<file path="src/hw/sbf_defines.vh">
/*
 * Constants for the slip-buffer event flag block: register byte offsets,
 * field positions, reset values and access masks.
 * Assumes inclusion by bare name from the design files under hw/.
 */
`ifndef SBF_DEFINES_VH
`define SBF_DEFINES_VH

// ***************************************************************
// Register map, byte addresses on the Avalon-MM slave
// ***************************************************************
`define SBF_ADDR_W          4
`define SBF_OFS_STATUS      4'h0
`define SBF_OFS_ENABLE      4'h4
`define SBF_DATA_W          32
`define SBF_REG_W           8

// ***************************************************************
// Field positions, shared by status and enable layouts
// ***************************************************************
`define SBF_BIT_TX_OVF      7
`define SBF_BIT_TX_UNF      6
`define SBF_BIT_TX_SLIP     5
`define SBF_BIT_RX_OVF      2
`define SBF_BIT_RX_UNF      1
`define SBF_BIT_RX_SLIP     0

// ***************************************************************
// Reset values and masks
// ***************************************************************
`define SBF_STATUS_RST      8'h00
`define SBF_ENABLE_RST      8'h00
`define SBF_ENABLE_MASK     8'he7
`define SBF_ZERO8           8'h00
`define SBF_ZERO32          32'h0000_0000

// ***************************************************************
// Elastic store geometry defaults
// ***************************************************************
`define SBF_FRAME_WORDS     32
`define SBF_STORE_FRAMES    2

`endif

</file>
<file path="src/hw/sbf_store_ctl.v">
/*
 * Elastic store fill tracker with controlled frame slip.
 * Counts words written and read; a write into a full store deletes one
 * frame, a read from an empty store replays one frame.
 * Assumes write and read strobes come from logic on sys_clk.
 */
`timescale 1ns/1ps
`include "sbf_defines.vh"

module sbf_store_ctl #(
    parameter FRAME_WORDS  = `SBF_FRAME_WORDS,
    parameter STORE_FRAMES = `SBF_STORE_FRAMES,
    parameter LVL_W        = 8
) (
    // Clock and reset
    input  wire             sys_clk,
    input  wire             nrst,
    // Store access strobes
    input  wire             wr_stb,
    input  wire             rd_stb,
    // Slip events as one-cycle pulses, and the fill level
    output reg              frame_delete_r,
    output reg              frame_repeat_r,
    output reg  [LVL_W-1:0] level_r
);

    // Geometry worked out at full width, then cut to the level width on
    // purpose; LVL_W must hold FRAME_WORDS * STORE_FRAMES
    localparam [31:0]      FRAME_INT = FRAME_WORDS;
    localparam [31:0]      FULL_INT  = FRAME_WORDS * STORE_FRAMES;
    localparam [LVL_W-1:0] FRAME_LVL = FRAME_INT[LVL_W-1:0];
    localparam [LVL_W-1:0] FULL_LVL  = FULL_INT[LVL_W-1:0];
    localparam [LVL_W-1:0] ONE_LVL   = {{(LVL_W-1){1'b0}}, 1'b1};
    localparam [LVL_W-1:0] ZERO_LVL  = {LVL_W{1'b0}};

    reg  [LVL_W-1:0] level_nxt;
    wire             is_full  = (level_r == FULL_LVL);
    wire             is_empty = (level_r == ZERO_LVL);
    wire             ovf      = wr_stb & ~rd_stb & is_full;
    wire             unf      = rd_stb & ~wr_stb & is_empty;

    // Next fill level; a simultaneous read and write cancel out
    always @*
    begin
        level_nxt = level_r;
        if (ovf)
            level_nxt = level_r - FRAME_LVL + ONE_LVL;
        else if (unf)
            level_nxt = level_r + FRAME_LVL - ONE_LVL;
        else if (wr_stb & ~rd_stb)
            level_nxt = level_r + ONE_LVL;
        else if (rd_stb & ~wr_stb)
            level_nxt = level_r - ONE_LVL;
    end

    // Level and slip pulses
    always @(posedge sys_clk)
    begin
        if (!nrst)
        begin
            level_r        <= ZERO_LVL;
            frame_delete_r <= 1'b0;
            frame_repeat_r <= 1'b0;
        end
        else
        begin
            level_r        <= level_nxt;
            frame_delete_r <= ovf;
            frame_repeat_r <= unf;
        end
    end

endmodule // sbf_store_ctl

</file>
<file path="src/hw/sbf_top.v">
/*
 * Slip-buffer event flags and interrupt enables for a framer.
 * Holds receive and transmit elastic store trackers, a sticky status
 * register cleared by read, an enable register and one interrupt output,
 * reached over an Avalon-MM slave with waitrequest.
 * Slip actions leave as one-cycle pulses toward the store datapath;
 * the fill levels stay inside the trackers.
 * Register offsets and field positions live in the shared defines
 * header; geometry defaults follow the two-frame store.
 * Assumes all strobes come from logic on sys_clk, a synchronous
 * active-low reset, and a master that holds each request until it
 * samples waitrequest low.
 */
// Local design decisions: register access over Avalon-MM and the register addresses.
// Contract
// - Rx empty read replays frame, sets bit1
// - Rx slip bit0 on underflow or overflow
// - Rx full write discards frame, records slip
// - Status flags reset zero, clear on read
// - Enable bit7 gates tx overflow interrupt
// - Enable bit6 gates tx underflow interrupt
// - Enable bit5 gates tx slip interrupt
// - Tx full write drops frame, sets flag
// - Tx empty read repeats frame, sets flag
// - Rx overflow flag at bit2, clear on read
// - Tx flags at bits 7,6,5, clear on read
// - Rx enables at bits 2,1,0, reset zero
`timescale 1ns/1ps
`include "sbf_defines.vh"

module sbf_top #(
    parameter FRAME_WORDS  = `SBF_FRAME_WORDS,
    parameter STORE_FRAMES = `SBF_STORE_FRAMES,
    parameter LVL_W        = 8
) (
    // Clock and reset
    input  wire                      sys_clk,
    input  wire                      nrst,
    // Avalon-MM slave
    input  wire [`SBF_ADDR_W-1:0]    avs_address,
    input  wire                      avs_read,
    input  wire                      avs_write,
    input  wire [`SBF_DATA_W-1:0]    avs_writedata,
    output reg  [`SBF_DATA_W-1:0]    avs_readdata,
    output reg                       avs_waitrequest,
    // Receive elastic store access
    input  wire                      rx_wr_stb,
    input  wire                      rx_rd_stb,
    // Transmit elastic store access
    input  wire                      tx_wr_stb,
    input  wire                      tx_rd_stb,
    // Slip actions to the store datapath
    output wire                      rx_frame_delete,
    output wire                      rx_frame_repeat,
    output wire                      tx_frame_delete,
    output wire                      tx_frame_repeat,
    // Interrupt request, level
    output reg                       irq
);

    // ***************************************************************
    // Elastic store trackers
    // ***************************************************************

    // Receive side store; its level is only needed inside the tracker
    sbf_store_ctl #(
        .FRAME_WORDS  (FRAME_WORDS),
        .STORE_FRAMES (STORE_FRAMES),
        .LVL_W        (LVL_W)
    ) u_rx_store (
        .sys_clk        (sys_clk),
        .nrst           (nrst),
        .wr_stb         (rx_wr_stb),
        .rd_stb         (rx_rd_stb),
        .frame_delete_r (rx_frame_delete),
        .frame_repeat_r (rx_frame_repeat),
        .level_r        ()
    );

    // Transmit side store
    sbf_store_ctl #(
        .FRAME_WORDS  (FRAME_WORDS),
        .STORE_FRAMES (STORE_FRAMES),
        .LVL_W        (LVL_W)
    ) u_tx_store (
        .sys_clk        (sys_clk),
        .nrst           (nrst),
        .wr_stb         (tx_wr_stb),
        .rd_stb         (tx_rd_stb),
        .frame_delete_r (tx_frame_delete),
        .frame_repeat_r (tx_frame_repeat),
        .level_r        ()
    );

    // ***************************************************************
    // Event vector in status layout
    // ***************************************************************

    reg [`SBF_REG_W-1:0] evt_set;

    // Status layout, shared with the enable register
    // Slip bits fire on either direction of the same store
    // Pulses are one cycle wide, so each event sets its flag once
    always @*
    begin
        evt_set                     = `SBF_ZERO8;
        evt_set[`SBF_BIT_RX_UNF]    = rx_frame_repeat;
        evt_set[`SBF_BIT_RX_SLIP]   = rx_frame_repeat | rx_frame_delete;
        evt_set[`SBF_BIT_RX_OVF]    = rx_frame_delete;
        evt_set[`SBF_BIT_TX_OVF]    = tx_frame_delete;
        evt_set[`SBF_BIT_TX_UNF]    = tx_frame_repeat;
        evt_set[`SBF_BIT_TX_SLIP]   = tx_frame_repeat | tx_frame_delete;
    end

    // ***************************************************************
    // Avalon-MM handshake
    // ***************************************************************

    // Address decode; the full offset is compared, so any other
    // offset reads zero and ignores writes
    wire       hit_stat = (avs_address == `SBF_OFS_STATUS);
    wire       hit_en   = (avs_address == `SBF_OFS_ENABLE);

    // ***************************************************************
    // Handshake state machine
    // ***************************************************************

    // One wait cycle: the request is seen, data is staged, then
    // waitrequest drops for exactly one cycle.
    localparam [1:0] BUS_IDLE = 2'b01;
    localparam [1:0] BUS_ACK  = 2'b10;

    reg  [1:0] bus_state_r;
    reg  [1:0] bus_state_nxt;
    wire       req     = avs_read | avs_write;
    wire       ack_nxt = (bus_state_nxt == BUS_ACK);
    wire       commit  = req & (bus_state_r == BUS_ACK);
    wire       wr_fire = avs_write & commit;
    wire       rd_fire = avs_read & commit;

    // Next state; a request is answered once per pass through idle,
    // and the master has dropped it by the time idle is back
    always @*
    begin
        case (bus_state_r)
            BUS_IDLE:
            begin
                bus_state_nxt = req ? BUS_ACK : BUS_IDLE;
            end
            BUS_ACK:
            begin
                bus_state_nxt = BUS_IDLE;
            end
            default:
            begin
                // Unused codes fall back to idle
                bus_state_nxt = BUS_IDLE;
            end
        endcase
    end

    // Handshake state; waitrequest comes from a flop, high in reset
    always @(posedge sys_clk)
    begin
        if (!nrst)
        begin
            bus_state_r     <= BUS_IDLE;
            avs_waitrequest <= 1'b1;
        end
        else
        begin
            bus_state_r     <= bus_state_nxt;
            avs_waitrequest <= ~ack_nxt;
        end
    end

    // ***************************************************************
    // Status and enable registers
    // ***************************************************************

    reg  [`SBF_REG_W-1:0] status_r;
    reg  [`SBF_REG_W-1:0] status_nxt;
    reg  [`SBF_REG_W-1:0] enable_r;
    reg  [`SBF_REG_W-1:0] enable_nxt;
    reg  [`SBF_REG_W-1:0] clr_mask;

    // Clear only the bits software actually saw, so an event that lands
    // between the snapshot and the commit edge is not lost; set wins.
    // Writes to this offset are ignored: there is no write-to-clear.
    always @*
    begin
        clr_mask = `SBF_ZERO8;
        if (rd_fire & hit_stat)
            clr_mask = avs_readdata[`SBF_REG_W-1:0];
        status_nxt = (status_r & ~clr_mask) | evt_set;
    end

    // Enable register, reserved bits forced to zero
    // Bits 4 and 3 have no field, so the mask drops them on write
    always @*
    begin
        enable_nxt = enable_r;
        if (wr_fire & hit_en)
            enable_nxt = avs_writedata[`SBF_REG_W-1:0] & `SBF_ENABLE_MASK;
    end

    // Status register, all flags clear out of reset
    always @(posedge sys_clk)
    begin
        if (!nrst)
            status_r <= `SBF_STATUS_RST;
        else
            status_r <= status_nxt;
    end

    // Enable register, all sources masked out of reset
    always @(posedge sys_clk)
    begin
        if (!nrst)
            enable_r <= `SBF_ENABLE_RST;
        else
            enable_r <= enable_nxt;
    end

    // ***************************************************************
    // Read data
    // ***************************************************************

    reg [`SBF_DATA_W-1:0] rdata_nxt;

    // Unmapped addresses read zero; upper bits read zero
    always @*
    begin
        rdata_nxt = `SBF_ZERO32;
        case (avs_address)
            `SBF_OFS_STATUS:
            begin
                rdata_nxt[`SBF_REG_W-1:0] = status_r;
            end
            `SBF_OFS_ENABLE:
            begin
                rdata_nxt[`SBF_REG_W-1:0] = enable_r;
            end
            default:
            begin
                rdata_nxt = `SBF_ZERO32;
            end
        endcase
    end

    // Snapshot taken when the request is first seen and held to commit
    // Holding it keeps the clear mask equal to what the master takes
    always @(posedge sys_clk)
    begin
        if (!nrst)
            avs_readdata <= `SBF_ZERO32;
        else if (avs_read & ack_nxt)
            avs_readdata <= rdata_nxt;
    end

    // ***************************************************************
    // Named fields at next state
    // ***************************************************************

    // Status fields, sticky until read
    wire tx_store_overflow_flag_nxt  = status_nxt[`SBF_BIT_TX_OVF];
    wire tx_store_underflow_flag_nxt = status_nxt[`SBF_BIT_TX_UNF];
    wire tx_store_slip_flag_nxt      = status_nxt[`SBF_BIT_TX_SLIP];
    wire rx_store_overflow_flag_nxt  = status_nxt[`SBF_BIT_RX_OVF];
    wire rx_store_underflow_flag_nxt = status_nxt[`SBF_BIT_RX_UNF];
    wire rx_store_slip_flag_nxt      = status_nxt[`SBF_BIT_RX_SLIP];

    // Enable fields; bits 4 and 3 carry none
    wire tx_overflow_irq_en_nxt      = enable_nxt[`SBF_BIT_TX_OVF];
    wire tx_underflow_irq_en_nxt     = enable_nxt[`SBF_BIT_TX_UNF];
    wire tx_slip_irq_en_nxt          = enable_nxt[`SBF_BIT_TX_SLIP];
    wire rx_overflow_irq_en_nxt      = enable_nxt[`SBF_BIT_RX_OVF];
    wire rx_underflow_irq_en_nxt     = enable_nxt[`SBF_BIT_RX_UNF];
    wire rx_slip_irq_en_nxt          = enable_nxt[`SBF_BIT_RX_SLIP];

    // ***************************************************************
    // Interrupt output
    // ***************************************************************

    // Any enabled flag raises the request; pairs are spelled out so
    // each source is masked by its own enable and nothing else.
    // A flag set while its enable is low stays pending for later.
    wire irq_nxt = (tx_store_overflow_flag_nxt  & tx_overflow_irq_en_nxt)
                 | (tx_store_underflow_flag_nxt & tx_underflow_irq_en_nxt)
                 | (tx_store_slip_flag_nxt      & tx_slip_irq_en_nxt)
                 | (rx_store_overflow_flag_nxt  & rx_overflow_irq_en_nxt)
                 | (rx_store_underflow_flag_nxt & rx_underflow_irq_en_nxt)
                 | (rx_store_slip_flag_nxt      & rx_slip_irq_en_nxt);

    // Registered from next-state values so irq tracks the flags
    // with no added cycle of latency.
    always @(posedge sys_clk)
    begin
        if (!nrst)
            irq <= 1'b0;
        else
            irq <= irq_nxt;
    end

endmodule // sbf_top

</file>
<file path="config.mk">
export PLATFORM = sky130hd
export DESIGN_NAME = sbf_top
export DESIGN_NICKNAME = d
export VERILOG_FILES = /design/src/hw/sbf_store_ctl.v /design/src/hw/sbf_top.v
export VERILOG_INCLUDE_DIRS = /design/src /design/src/hw
export SDC_FILE = /design/constraint.sdc
export NUM_CORES = 1
export LEC_CHECK = 0
export ABC_AREA = 1
export BUFFER_PORTS_ARGS = -buffer_cell sky130_fd_sc_hd__buf_4
export CAP_MARGIN = 20
export CORE_MARGIN = 2
export CORE_UTILIZATION = 57
export CTS_CLUSTER_SIZE = 10
export DETAILED_ROUTE_END_ITERATION = 10
export GPL_TIMING_DRIVEN = 0
export PLACE_DENSITY = 0.86
export SLEW_MARGIN = 20
export SYNTH_ARGS = -nofsm -noshare
export SYNTH_HDL_FRONTEND = slang
export SYNTH_SLANG_ARGS = --single-unit
</file>
<file path="constraint.sdc">
create_clock -name sys_clk -period 5.6 [get_ports sys_clk]
set_input_delay 0.84 -clock sys_clk [delete_from_list [all_inputs] [get_ports sys_clk]]
set_output_delay 0.84 -clock sys_clk [all_outputs]
set_load 0.01 [all_outputs]
</file>
==> parameters.txt, run 1 <==
Parameter                              Value

Worst hold path
  Path class of the lowest-slack min-delay path ... reg2reg
  Hold Path Cell Cnt ... 2

STA
  Skew final ... roughly 0.011 ns
  Max Freq ... ~400 MHz
  Headroom to the max-slew limit ... between 60% and 70%
  Final worst path period share ... between 40% and 50%
  Number of pins with negative max-slew slack in the final report ... 0
  Worst Max-Slew Pin Slew ... between 0.5 and 0.6 ns
  Setup-violating endpoint count in the final report ... 0
  Count of final hold-check violations ... 0
  Final min period ... approximately 2.5 ns
  RSZ-0062 raised after global routing ... false
  Setup total negative slack ... 0 ns

CTS
  Total number of clock tree sinks ... 45
  Number of instances resized during post-cts repair ... 0
  Clock input transition at the sequential cells of the worst setup and hold paths ... 0.08 ns
  Buffers inserted by post-CTS timing repair ... 0
  Post-CTS Hold Fix Bufs ... 0
  Number of buffers created by CTS ... 5
  Cell at the root of the clock tree ... sky130_fd_sc_hd__clkbuf_8
  Worst-Skew Late Latency ... ~0.30 ns
  Clock tree from TritonCTS ... yes
  Largest buffer count on any clock path ... 2
  Number of H-tree branching levels ... 2

Placement
  Port Buffers ... 31
  Total half-perimeter wirelength after legalization and detailed placement ... approximately 5000 microns
  Global placement routability congestion ... 0.836

Detailed routing
  Iteration count of the initial detailed-routing pass ... 4
  Via count ... approximately 2800
  WL per Instance ... ~11 microns
  1st-iter DRT viols ... 114
  Wire length reported by the detailed router ... approximately 6300 microns
  Remaining antenna violation count ... 0
  Via count normalized by instance count ... approximately 5.0
  DRC ... 0

Synthesis
  Cells after Synth ... 421
  Cell types occupying the most area after synthesis ... sky130_fd_sc_hd__dfxtp_1 30%, sky130_fd_sc_hd__nand2_1 11%, sky130_fd_sc_hd__ha_1 8.5%, sky130_fd_sc_hd__inv_1 7.9%, sky130_fd_sc_hd__buf_4 6.6%
  Most common cell in the synthesized netlist ... sky130_fd_sc_hd__nand2_1
  Cell area after synthesis ... roughly 3000 sq um
  Largest area contributor in the netlist ... sky130_fd_sc_hd__dfxtp_1
  Asr flop ratio synth ... 0%
  Top FF cell, synth ... sky130_fd_sc_hd__dfxtp_1
  Synth warnings ... 0
  Top-area cell type share of the netlist area ... 30.5%
  Sequential cell area fraction in the yosys report ... between 30% and 40%
  Distinct cells, synth ... 40
  Top cell types by occurrence after synthesis ... 88 x sky130_fd_sc_hd__nand2_1, 62 x sky130_fd_sc_hd__inv_1, 45 x sky130_fd_sc_hd__dfxtp_1, 35 x sky130_fd_sc_hd__a21oi_1, 35 x sky130_fd_sc_hd__nor2_1
  Synthesized area divided by synthesized cell count ... approximately 7 sq um
  Synthesized flop and latch total ... between 40 and 50
  Number of enable flip-flop cells after synthesis ... 0

Die
  X dimension of the die ... 76.0 microns
  Vertical die dimension ... about 76 microns
  Standard-cell rows ... 26
  Starting density of the core ... between 50% and 60%
  Core area ... ~5000 sq um
  Total die area ... a little under 6000 sq um
  Ports placed on the boundary ... 82

Power and ir drop
  VDD IR max ... roughly 140 uV
  Power per cell area ... about 270 nW/um^2
  Pleak ... 1.79 nW

Final layout
  Syn-to-layout area delta ... 16.5%
  Number of antenna repair diodes ... 0
  Post-layout util ... 68.3%
  Fraction of layout instances using a drive strength above 1 ... 18.0%
  Nets@finish ... 548

GRT
  Overflow left after global routing ... 0
  Pin count of the biggest net entering global routing ... 13
  Wire length of the first global-routing pass ... between 10000 and 15000 microns
  Total routing usage reported by global routing ... a little under a quarter
  Vias in the first global route ... between 2000 and 3000
  Initial antenna violation count ... 0

Critical path
  Endpoint type of the worst setup path ... register
  Slowest Stage Delay on Critical Path ... 0.33 ns
  Endpoint required time on the critical path ... ~5.8 ns
  Sequence of cells on the critical path ... buf_4, ha_1, inv_1, ha_1, a21oi_1, nand2_1, nand2_1, nand2_1, or2_2, nand3_1, nand3_1, nand2_1, inv_1
  Sort of element at the start of the critical path ... primary input
  Arrival time at the worst endpoint ... around 2.7 ns
  Number of cells on the worst reg-to-reg path ... 10
  Critical Path Fanout Max ... 8
  Critical Path Slowest Stage Cell ... sky130_fd_sc_hd__ha_1
  Setup CP Type ... in2reg
  Most Frequent Cell on Critical Path ... sky130_fd_sc_hd__nand2_1

Run status
  Result of the run ... finished clean

Flow run
  Max cap viols ... 0
[metrics by stage]
| stage | cells | worst slack (ns) | power [W] | area, sq um | hold slack [ns] |
|---|---|---|---|---|---|
| floorplan | 444 | 3.13 | 0.000673 | 3040 | 0.412 |
| global placement | 545 | 2.84 | 0.000736 | 3360 | 0.418 |
| detailed placement | 545 | 2.79 | 0.000752 | 3360 | 0.428 |
| CTS | 553 | 3.10 | 0.000938 | 3440 | 0.438 |
| global route | 553 | 2.91 | 0.00102 | 3440 | 0.468 |
| finish | 553 | 3.11 | 0.000938 | 3440 | 0.438 |
[metal layers]
metal  global-route usage, %  wire length (microns)  up-vias
li1                        -                      -     1434
met1                    26.7                   2780     1239
met2                    41.7                   3150       69
met3                    4.50                    301        9
met4                    7.64                     78        0
met5                       0                      0        -
[layout by cell type (no fill, tap or decap), types with 20 or more instances in the layout]
master,instances
sky130_fd_sc_hd__nand2_1,88
sky130_fd_sc_hd__ha_1,20
sky130_fd_sc_hd__conb_1,24
sky130_fd_sc_hd__nor2_1,35
sky130_fd_sc_hd__inv_1,62
sky130_fd_sc_hd__a21oi_1,35
sky130_fd_sc_hd__buf_4,57
sky130_fd_sc_hd__nand3_1,25
sky130_fd_sc_hd__dfxtp_1,45
sky130_fd_sc_hd__o21ai_0,22
[power breakdown]
| group | switching [W] | total (W) | internal [W] | leakage [nW] |
|---|---|---|---|---|
| combinational | 0.000207 | 0.000360 | 0.000153 | 1.38 |
| clock | 0.000102 | 0.000191 | 0.0000887 | 0.0395 |
| sequential | 0.0000369 | 0.000388 | 0.000351 | 0.368 |
[final timing paths]
check | start | end | slack [ns]
min | status_r[4] | status_r[4] | 0.44
min reg2reg | status_r[4] | status_r[4] | 0.44
max reg2reg | u_rx_store.level_r[0] | u_rx_store.level_r[1] | 3.76
max | rx_wr_stb | u_rx_store.level_r[5] | 3.11
[state kept, by name, indices dropped and copies added, names as in the netlist]
signal / flops
u_rx_store.frame_delete_r: 1
avs_waitrequest: 1
u_rx_store.frame_repeat_r: 1
irq: 1
enable_r: 6
u_rx_store.level_r: 8
bus_state_r: 1
status_r: 8
u_tx_store.frame_repeat_r: 1
u_tx_store.level_r: 8
avs_readdata: 8
u_tx_store.frame_delete_r: 1
[final cells by class]
type / count / area (sq um)
buffer: 31 / 223
sequential: 45 / 901
multi-input combinational: 306 / 1690
timing repair buffer: 31 / 233
clock buffer: 8 / 80.1
tap: 70 / 87.6
inverter: 62 / 233
fill: 433 / 1600
[logic make-up after synthesis]
logic type	Yosys count	synth area share (%)
other	1	0.127
buffers and inverters	93	15.4
AOI/OAI and AO/OA	77	14.8
xor gates and xnor gates	7	2.07
DFF	45	30.5
and+or+nand+nor	176	27.3
adders and majority gates	22	9.81
[worst max-delay path, delay by kind of cell]
family	cells	cell delay, ns
AND/OR/NAND/NOR	7	0.75
adder cells (fa/ha/maj)	2	0.54
buffers and inverters	3	0.38
AO/OA/AOI/OAI	1	0.16
Power figures use the tool's default switching activity.
==> inputs of run 2 (changes only) <==
CORE_UTILIZATION = 48   (was 57)
PLACE_DENSITY = 0.77   (was 0.86)
clock period = 2.1 ns   (was 5.6 ns; I/O delays follow)
==> run 2 against run 1 <==
  * Wire length rose by 1.4%
  * Clock-buffer cell count did not move
  * Largest power group unchanged
  * Final area rose by 0.18%
  * Core utilization fell by 10 points
  * Critical path type unchanged
  * Global-route usage fell by 3.4 points
  * Via count fell by 1.2%
  * Critical path depth rose by 1
  * Non-clock buffer count did not move
  * Final cell count rose by 0.90%
==> parameters.txt, run 2 (synthesis gave the netlist of run 1 again) <==
Parameter                              Value

Worst hold path
  Hold Path Cell Cnt ... 3 (+1)
  Path class of the lowest-slack min-delay path ... in2reg
  Worst Hold Launch ... avs_writedata[1]

Final layout
  Leading cell type in the layout, fill and taps excluded ... sky130_fd_sc_hd__nand2_1
  Leading cell types in the layout, fill and taps excluded ... 88 x sky130_fd_sc_hd__nand2_1, 60 x sky130_fd_sc_hd__inv_1, 57 x sky130_fd_sc_hd__buf_4
  Fraction of layout instances using a drive strength above 1 ... 18.4% (+0.41 points)
  Syn-to-layout area delta ... 16.7%
  Number of antenna repair diodes ... 0 (unchanged)
  Nets@finish ... 548 (unchanged)

STA
  Count of final hold-check violations ... 0 (unchanged)
  RSZ-0062 raised after global routing ... false
  Final worst setup slack ... 0.220 ns (-2.89 ns)
  Final min period ... 1.88 ns
  Number of pins with negative max-slew slack in the final report ... 0 (unchanged)
  Worst Hold Slack ... 0.310 ns (-0.128 ns)
  Headroom to the max-slew limit ... 63.5% (-2.6 points)
  Setup-violating endpoint count in the final report ... 0 (unchanged)
  Skew final ... 0.00611 ns (-0.00442 ns)
  Final worst path period share ... 89.5%
  Max Freq ... around 530 MHz
  Worst Max-Slew Pin Slew ... 0.548 ns (+0.0386 ns)

Critical path
  End of the critical path ... u_rx_store.level_r[5]
  Startpoint of the most critical register-to-register path ... u_rx_store.level_r[0]
  Buffers plus inverters on the worst setup path ... 4 (+1)
  Critical Path Slowest Stage Cell ... sky130_fd_sc_hd__ha_1
  Reg2Reg Setup Slack ... 0.27 ns (-3.49 ns)
  Slowest Stage Delay on Critical Path ... 0.35 ns (+0.02 ns)
  Endpoint type of the worst setup path ... register
  Setup CP Type ... in2reg
  Number of cells on the worst reg-to-reg path ... 10 (unchanged)
  Endpoint required time on the critical path ... 2.30 ns (-3.50 ns)
  Sequence of cells on the critical path ... buf_4, inv_1, ha_1, inv_2, ha_1, a21oi_1, nand2_1, nand2_1, nand2_1, or2_2, nand3_1, nand3_1, nand2_1, inv_1
  CP Depth ... 14 (+1)
  Critical Path Start ... rx_rd_stb
  Family of cells with the greatest summed delay on the critical path ... simple AND/OR/NAND/NOR gates
  Most Frequent Cell on Critical Path ... sky130_fd_sc_hd__nand2_1
  Arrival time at the worst endpoint ... 2.08 ns (-0.61 ns)
  Worst reg2reg endpoint ... u_rx_store.level_r[1]
  Sort of element at the start of the critical path ... primary input
  Critical Path Fanout Max ... 8 (unchanged)

Detailed routing
  Remaining antenna violation count ... 0 (unchanged)
  Via count ... 2718 (-1.2%)
  1st-iter DRT viols ... 132 (+16%)
  Wire length reported by the detailed router ... 6400 microns (+1.4%)
  Iteration count of the initial detailed-routing pass ... 4 (unchanged)
  Via count normalized by instance count ... 4.87 (-2.1%)
  DRC ... 0 (unchanged)
  WL per Instance ... 11.5 microns (+0.53%)

Placement
  Port Buffers ... 31 (unchanged)
  Minimum setup slack after placement ... -0.191 ns (-2.98 ns)
  Global placement routability congestion ... 0.868 (+3.7%)
  Total half-perimeter wirelength after legalization and detailed placement ... 5010 microns (+0.47%)

Power and ir drop
  Pleak ... 1.79 nW (about the same)
  VDD IR max ... 317 uV (+120%)
  Power per cell area ... 725 nW/um^2 (+170%)

CTS
  Cell at the root of the clock tree ... sky130_fd_sc_hd__clkbuf_8
  Worst-Skew Late Latency ... 0.29 ns (about the same)
  Post-CTS Hold Fix Bufs ... 0 (unchanged)
  Clock tree from TritonCTS ... yes
  Buffers inserted by post-CTS timing repair ... 0 (unchanged)
  Clock input transition at the sequential cells of the worst setup and hold paths ... 0.08 ns (about the same)
  Number of instances resized during post-cts repair ... 0 (unchanged)
  Largest buffer count on any clock path ... 2 (unchanged)
  Number of buffers created by CTS ... 5 (unchanged)
  Number of H-tree branching levels ... 2 (unchanged)
  Total number of clock tree sinks ... 45 (unchanged)

GRT
  Total routing usage reported by global routing ... 19.5% (-3.4 points)
  Initial antenna violation count ... 0 (unchanged)
  Vias in the first global route ... 2411 (-4.9%)
  Overflow left after global routing ... 0 (unchanged)
  Pin count of the biggest net entering global routing ... 13 (unchanged)
  Wire length of the first global-routing pass ... 10300 microns (-4.8%)

Die
  Starting density of the core ... 49.7% (-9.0 points)
  Ports placed on the boundary ... 82 (unchanged)
  Vertical die dimension ... 82.5 microns (+8.5%)
  Standard-cell rows ... 28 (+7.7%)
  X dimension of the die ... 82.5 microns (+8.5%)
  Core area ... 5960 sq um (+18%)
  Total die area ... 6810 sq um (+18%)

Run status
  Result of the run ... finished clean

Flow run
  Max cap viols ... 0 (unchanged)
## run 2: metal layers
metal,GRT usage [%],part of all wire [%]
met1,23.6,45
met2,35.2,49
met3,2.83,5.4
met4,6.07,1.0
met5,0,0
## run 2: how the worst min path moves through the flow
| stage | to | slack (ns) |
|---|---|---|
| 6_report | enable_r[1] | 0.31 |
| 5_1_grt | enable_r[6] | 0.32 |
| 4_1_cts | enable_r[6] | 0.31 |
| 3_5_place_dp | status_r[3] | 0.45 |
| 3_3_place_gp | status_r[4] | 0.42 |
| 2_1_floorplan | status_r[4] | 0.41 |
## run 2: worst reg2reg max path: cells and delay by family (launching register included)
kind / cells / cell delay (ns)
simple gates: 4 / 0.53
flops: 1 / 0.45
buf+inv: 4 / 0.38
fa+ha+maj: 1 / 0.19
compound gates: 1 / 0.16
## run 2: power by group
part	internal (W)	switching, W	leakage, nW	total (W)
Combinational	0.000408	0.000547	1.38	0.000956
Clock	0.000237	0.000276	0.0395	0.000512
Sequential	0.000935	0.0000978	0.368	0.00103
Total	0.00158	0.000921	1.79	0.00250
## run 2: area by class of cell
class | count | area [sq um]
buffer | 31 | 223
clock buffer | 8 | 80.1
fill | 567 | 2500
inverter | 62 | 233
multi-input combinational | 306 | 1690
sequential | 45 | 901
tap | 75 | 93.8
timing repair buffer | 31 | 233
## run 2: metrics by stage
step	cells	total power, W	utilization [%]	TNS [ns]	area (sq um)
global route	558	0.00271	57.9	0	3450
detailed placement	550	0.00200	56.6	-0.274	3370
global placement	550	0.00196	56.6	-0.138	3370
floorplan	444	0.00179	-	0	3040
CTS	558	0.00250	57.9	0	3450
finish	558	0.00250	57.9	0	3450
==> inputs of run 3 (changes only) <==
ABC_AREA = not set   (was 1)
CORE_UTILIZATION = 47   (was 48)
SKIP_CTS_REPAIR_TIMING = 1   (was not set)
==> run 3 against run 2 <==
  * Critical endpoint is now u_rx_store.level_r[7]
  * Critical path depth fell by 4
  * Register-to-register slack worse by 0.11 ns
  * Fmax is 7.0% lower
  * Global-route usage down 0.92 points
  * First-iteration DRC count shrank 42%
  * Worst setup slack lost 0.14 ns
  * Hold slack lost 0.025 ns
  * Die area decreased by 3.8%
  * Final area fell by 1.6%
  * Final cell count shrank 18%
  * Synthesized cell count decreased by 24%
  * Clock-buffer cell count fell by 1
==> parameters.txt, run 3 <==
Parameter                              Value

Run status
  Result of the run ... finished clean

Power and ir drop
  Pleak ... 1.49 nW (-16%)
  Power after layout ... 0.00362 W (+45%)
  VDD IR max ... 484 uV (+53%)
  Power per cell area ... 1070 nW/um^2 (+47%)

CTS
  Total number of clock tree sinks ... 45 (unchanged)
  Clock input transition at the sequential cells of the worst setup and hold paths ... 0.08 ns (about the same)
  Number of buffers created by CTS ... 5 (unchanged)
  Worst-Skew Late Latency ... 0.29 ns (about the same)
  Largest buffer count on any clock path ... 2 (unchanged)
  Cell at the root of the clock tree ... sky130_fd_sc_hd__clkbuf_8
  Clock tree from TritonCTS ... yes
  Number of H-tree branching levels ... 2 (unchanged)

Synthesis
  Most common cell in the synthesized netlist ... sky130_fd_sc_hd__dfxtp_1
  Top-area cell type share of the netlist area ... 32.4% (+1.9 points)
  Top cell types by occurrence after synthesis ... 45 x sky130_fd_sc_hd__dfxtp_1, 31 x sky130_fd_sc_hd__nor2_1, 24 x sky130_fd_sc_hd__buf_4, 21 x sky130_fd_sc_hd__a21oi_1, 20 x sky130_fd_sc_hd__ha_1
  Largest area contributor in the netlist ... sky130_fd_sc_hd__dfxtp_1
  Synthesized flop and latch total ... 45 (unchanged)
  Cell area after synthesis ... 2780 sq um (-6.0%)
  Number of enable flip-flop cells after synthesis ... 0 (unchanged)
  Cell types occupying the most area after synthesis ... sky130_fd_sc_hd__dfxtp_1 32%, sky130_fd_sc_hd__ha_1 9.0%, sky130_fd_sc_hd__buf_4 6.5%, sky130_fd_sc_hd__mux2i_1 4.3%, sky130_fd_sc_hd__nor2_1 4.2%
  Distinct cells, synth ... 52 (+30%)
  Sequential cell area fraction in the yosys report ... 32.4% (+1.9 points)
  Synth warnings ... 0 (unchanged)
  Synthesized area divided by synthesized cell count ... 8.69 sq um (+24%)
  Cells after Synth ... 320 (-24%)
  Top FF cell, synth ... sky130_fd_sc_hd__dfxtp_1
  Asr flop ratio synth ... 0% (unchanged)

Final layout
  Leading cell types in the layout, fill and taps excluded ... 54 x sky130_fd_sc_hd__buf_4, 45 x sky130_fd_sc_hd__dfxtp_1, 31 x sky130_fd_sc_hd__nor2_1
  Fraction of layout instances using a drive strength above 1 ... 22.6% (+4.1 points)
  Nets@finish ... 446 (-19%)
  Reg area ... 901 sq um (unchanged)
  Leading cell type in the layout, fill and taps excluded ... sky130_fd_sc_hd__buf_4
  Number of antenna repair diodes ... 0 (unchanged)
  Syn-to-layout area delta ... 22.1%
  Multi-input gate area in the final layout ... 1730 sq um (+2.7%)
  Filler cell count ... 514 (-9.3%)

GRT
  Met1 layer usage reported by global route ... 22.4% (-1.2 points)
  Total routing usage reported by global routing ... 18.5% (-0.92 points)
  Pin count of the biggest net entering global routing ... 14 (+1)
  Met2 Usage GRT ... 33.3% (-1.9 points)
  Wire length of the first global-routing pass ... 9680 microns (-6.4%)
  Met3 layer usage reported by global route ... 3.33% (+0.51 points)
  Overflow left after global routing ... 0 (unchanged)
  Initial antenna violation count ... 0 (unchanged)
  Vias in the first global route ... 2295 (-4.8%)
  Most Crowded Layer GR ... met2

Detailed routing
  Remaining antenna violation count ... 0 (unchanged)
  DRC ... 0 (unchanged)
  Wire length reported by the detailed router ... 5970 microns (-6.7%)
  Via count normalized by instance count ... 5.26 (+7.9%)
  WL per Instance ... 13.1 microns (+14%)
  1st-iter DRT viols ... 76 (-42%)
  Via count ... 2397 (-12%)
  Iteration count of the initial detailed-routing pass ... 4 (unchanged)

STA
  Count of final hold-check violations ... 0 (unchanged)
  RSZ-0062 raised after global routing ... true
  Headroom to the max-slew limit ... 55.1% (-8.3 points)
  Final worst path period share ... 96.2% (+6.7 points)
  Setup-violating endpoint count in the final report ... 0 (unchanged)
  Worst Max-Slew Pin Slew ... 0.668 ns (+0.120 ns)
  Number of pins with negative max-slew slack in the final report ... 0 (unchanged)
  Final min period ... 2.02 ns (+0.141 ns)
  Skew final ... 0.00390 ns (-0.00221 ns)
  Max Freq ... 495 MHz (-7.0%)
  Setup total negative slack ... 0 ns (unchanged)

Worst hold path
  Worst Hold Launch ... avs_writedata[0]
  Path class of the lowest-slack min-delay path ... in2reg

Die
  X dimension of the die ... 80.9 microns (-1.9%)
  Standard-cell rows ... 28 (unchanged)
  Total die area ... 6550 sq um (-3.8%)
  Ports placed on the boundary ... 82 (unchanged)
  Core area ... 5820 sq um (-2.4%)
  Vertical die dimension ... 80.9 microns (-1.9%)
  Starting density of the core ... 47.8% (-1.8 points)

Flow run
  Max cap viols ... 0 (unchanged)

Placement
  Port Buffers ... 30 (-3.2%)
  Global placement routability congestion ... 0.855 (-1.4%)
  Total half-perimeter wirelength after legalization and detailed placement ... 4630 microns (-7.6%)

Critical path
  Sort of element at the start of the critical path ... primary input
  Critical Path Start ... rx_rd_stb
  Setup CP Type ... in2reg
  Endpoint type of the worst setup path ... register
  Critical Path Fanout Max ... 7 (-1)
  Arrival time at the worst endpoint ... 2.21 ns (+0.13 ns)
  Endpoint required time on the critical path ... 2.29 ns (about the same)
  Startpoint of the most critical register-to-register path ... u_rx_store.level_r[2]
-- run 3: changes by cell type after synthesis, sizes merged, moves of 6 or more --
cell,delta
clkbuf,+8
a21oi,-15
nor3,+13
nand2,-73
a221oi,+6
o21ai,-20
mux2i,+12
inv,-44
nand3,-12
nor2,-12
-- run 3: cell families after synthesis --
group / count (synthesis) / synth area share [%]
xor gates and xnor gates: 14 / 4.41
AOI/OAI and AO/OA: 63 / 15.5
DFF: 45 / 32.4
buffers and inverters: 54 / 11.6
and+or+nand+nor: 107 / 20.5
other: 1 / 0.135
muxes: 14 / 5.13
adders and majority gates: 22 / 10.4
-- run 3: layout make-up --
cell class                 count  area share, %
inverter                      18           2.10
buffer                        36           7.48
timing repair buffer          30           6.63
multi-input combinational    244           51.1
tap                           75           2.76
clock inverter                 1          0.884
clock buffer                   7           2.54
sequential                    45           26.5
-- run 3: path summary, 6_finish.rpt --
| path | cells past startpoint | slack, ns | endpoint |
|---|---|---|---|
| max | 10 | 0.08 | u_rx_store.level_r[7] |
| min reg2reg | 2 | 0.44 | status_r[3] |
| min | 3 | 0.28 | enable_r[0] |
| max reg2reg | 5 | 0.16 | u_rx_store.level_r[4] |
-- run 3: through the flow --
step / worst slack [ns] / utilization, % / hold WS [ns] / area, sq um / instances
finish: 0.0792 / 58.4 / 0.285 / 3400 / 456
global route: -0.0231 / 58.4 / 0.300 / 3400 / 456
floorplan: 0.128 / - / 0.412 / 2870 / 343
global placement: -0.192 / 54.8 / 0.423 / 3190 / 448
CTS: -0.0578 / 56.8 / 0.282 / 3300 / 456
detailed placement: -0.281 / 54.8 / 0.428 / 3190 / 448
-- run 3: power by group --
part	total, W	internal [W]	switching, W
Sequential	0.00123	0.00101	0.000218
Combinational	0.00173	0.000823	0.000903
Clock	0.000666	0.000388	0.000278
-- run 3: layer usage --
layer | vias up | part of all wire [%]
met5 | - | 0
met4 | 0 | 1.4
met3 | 9 | 6.1
met2 | 68 | 49
met1 | 1098 | 44
li1 | 1222 | -
-- run 3: critical path: stages --
cell and delay [ns]:
sky130_fd_sc_hd__buf_4 0.11, sky130_fd_sc_hd__inv_1 0.08, sky130_fd_sc_hd__ha_4 0.19, sky130_fd_sc_hd__clkinvlp_4 0.23, sky130_fd_sc_hd__ha_1 0.36, sky130_fd_sc_hd__a21oi_2 0.22
sky130_fd_sc_hd__o2111ai_2 0.19, sky130_fd_sc_hd__and4b_1 0.24, sky130_fd_sc_hd__o2111ai_1 0.20, sky130_fd_sc_hd__nand2b_1 0.07
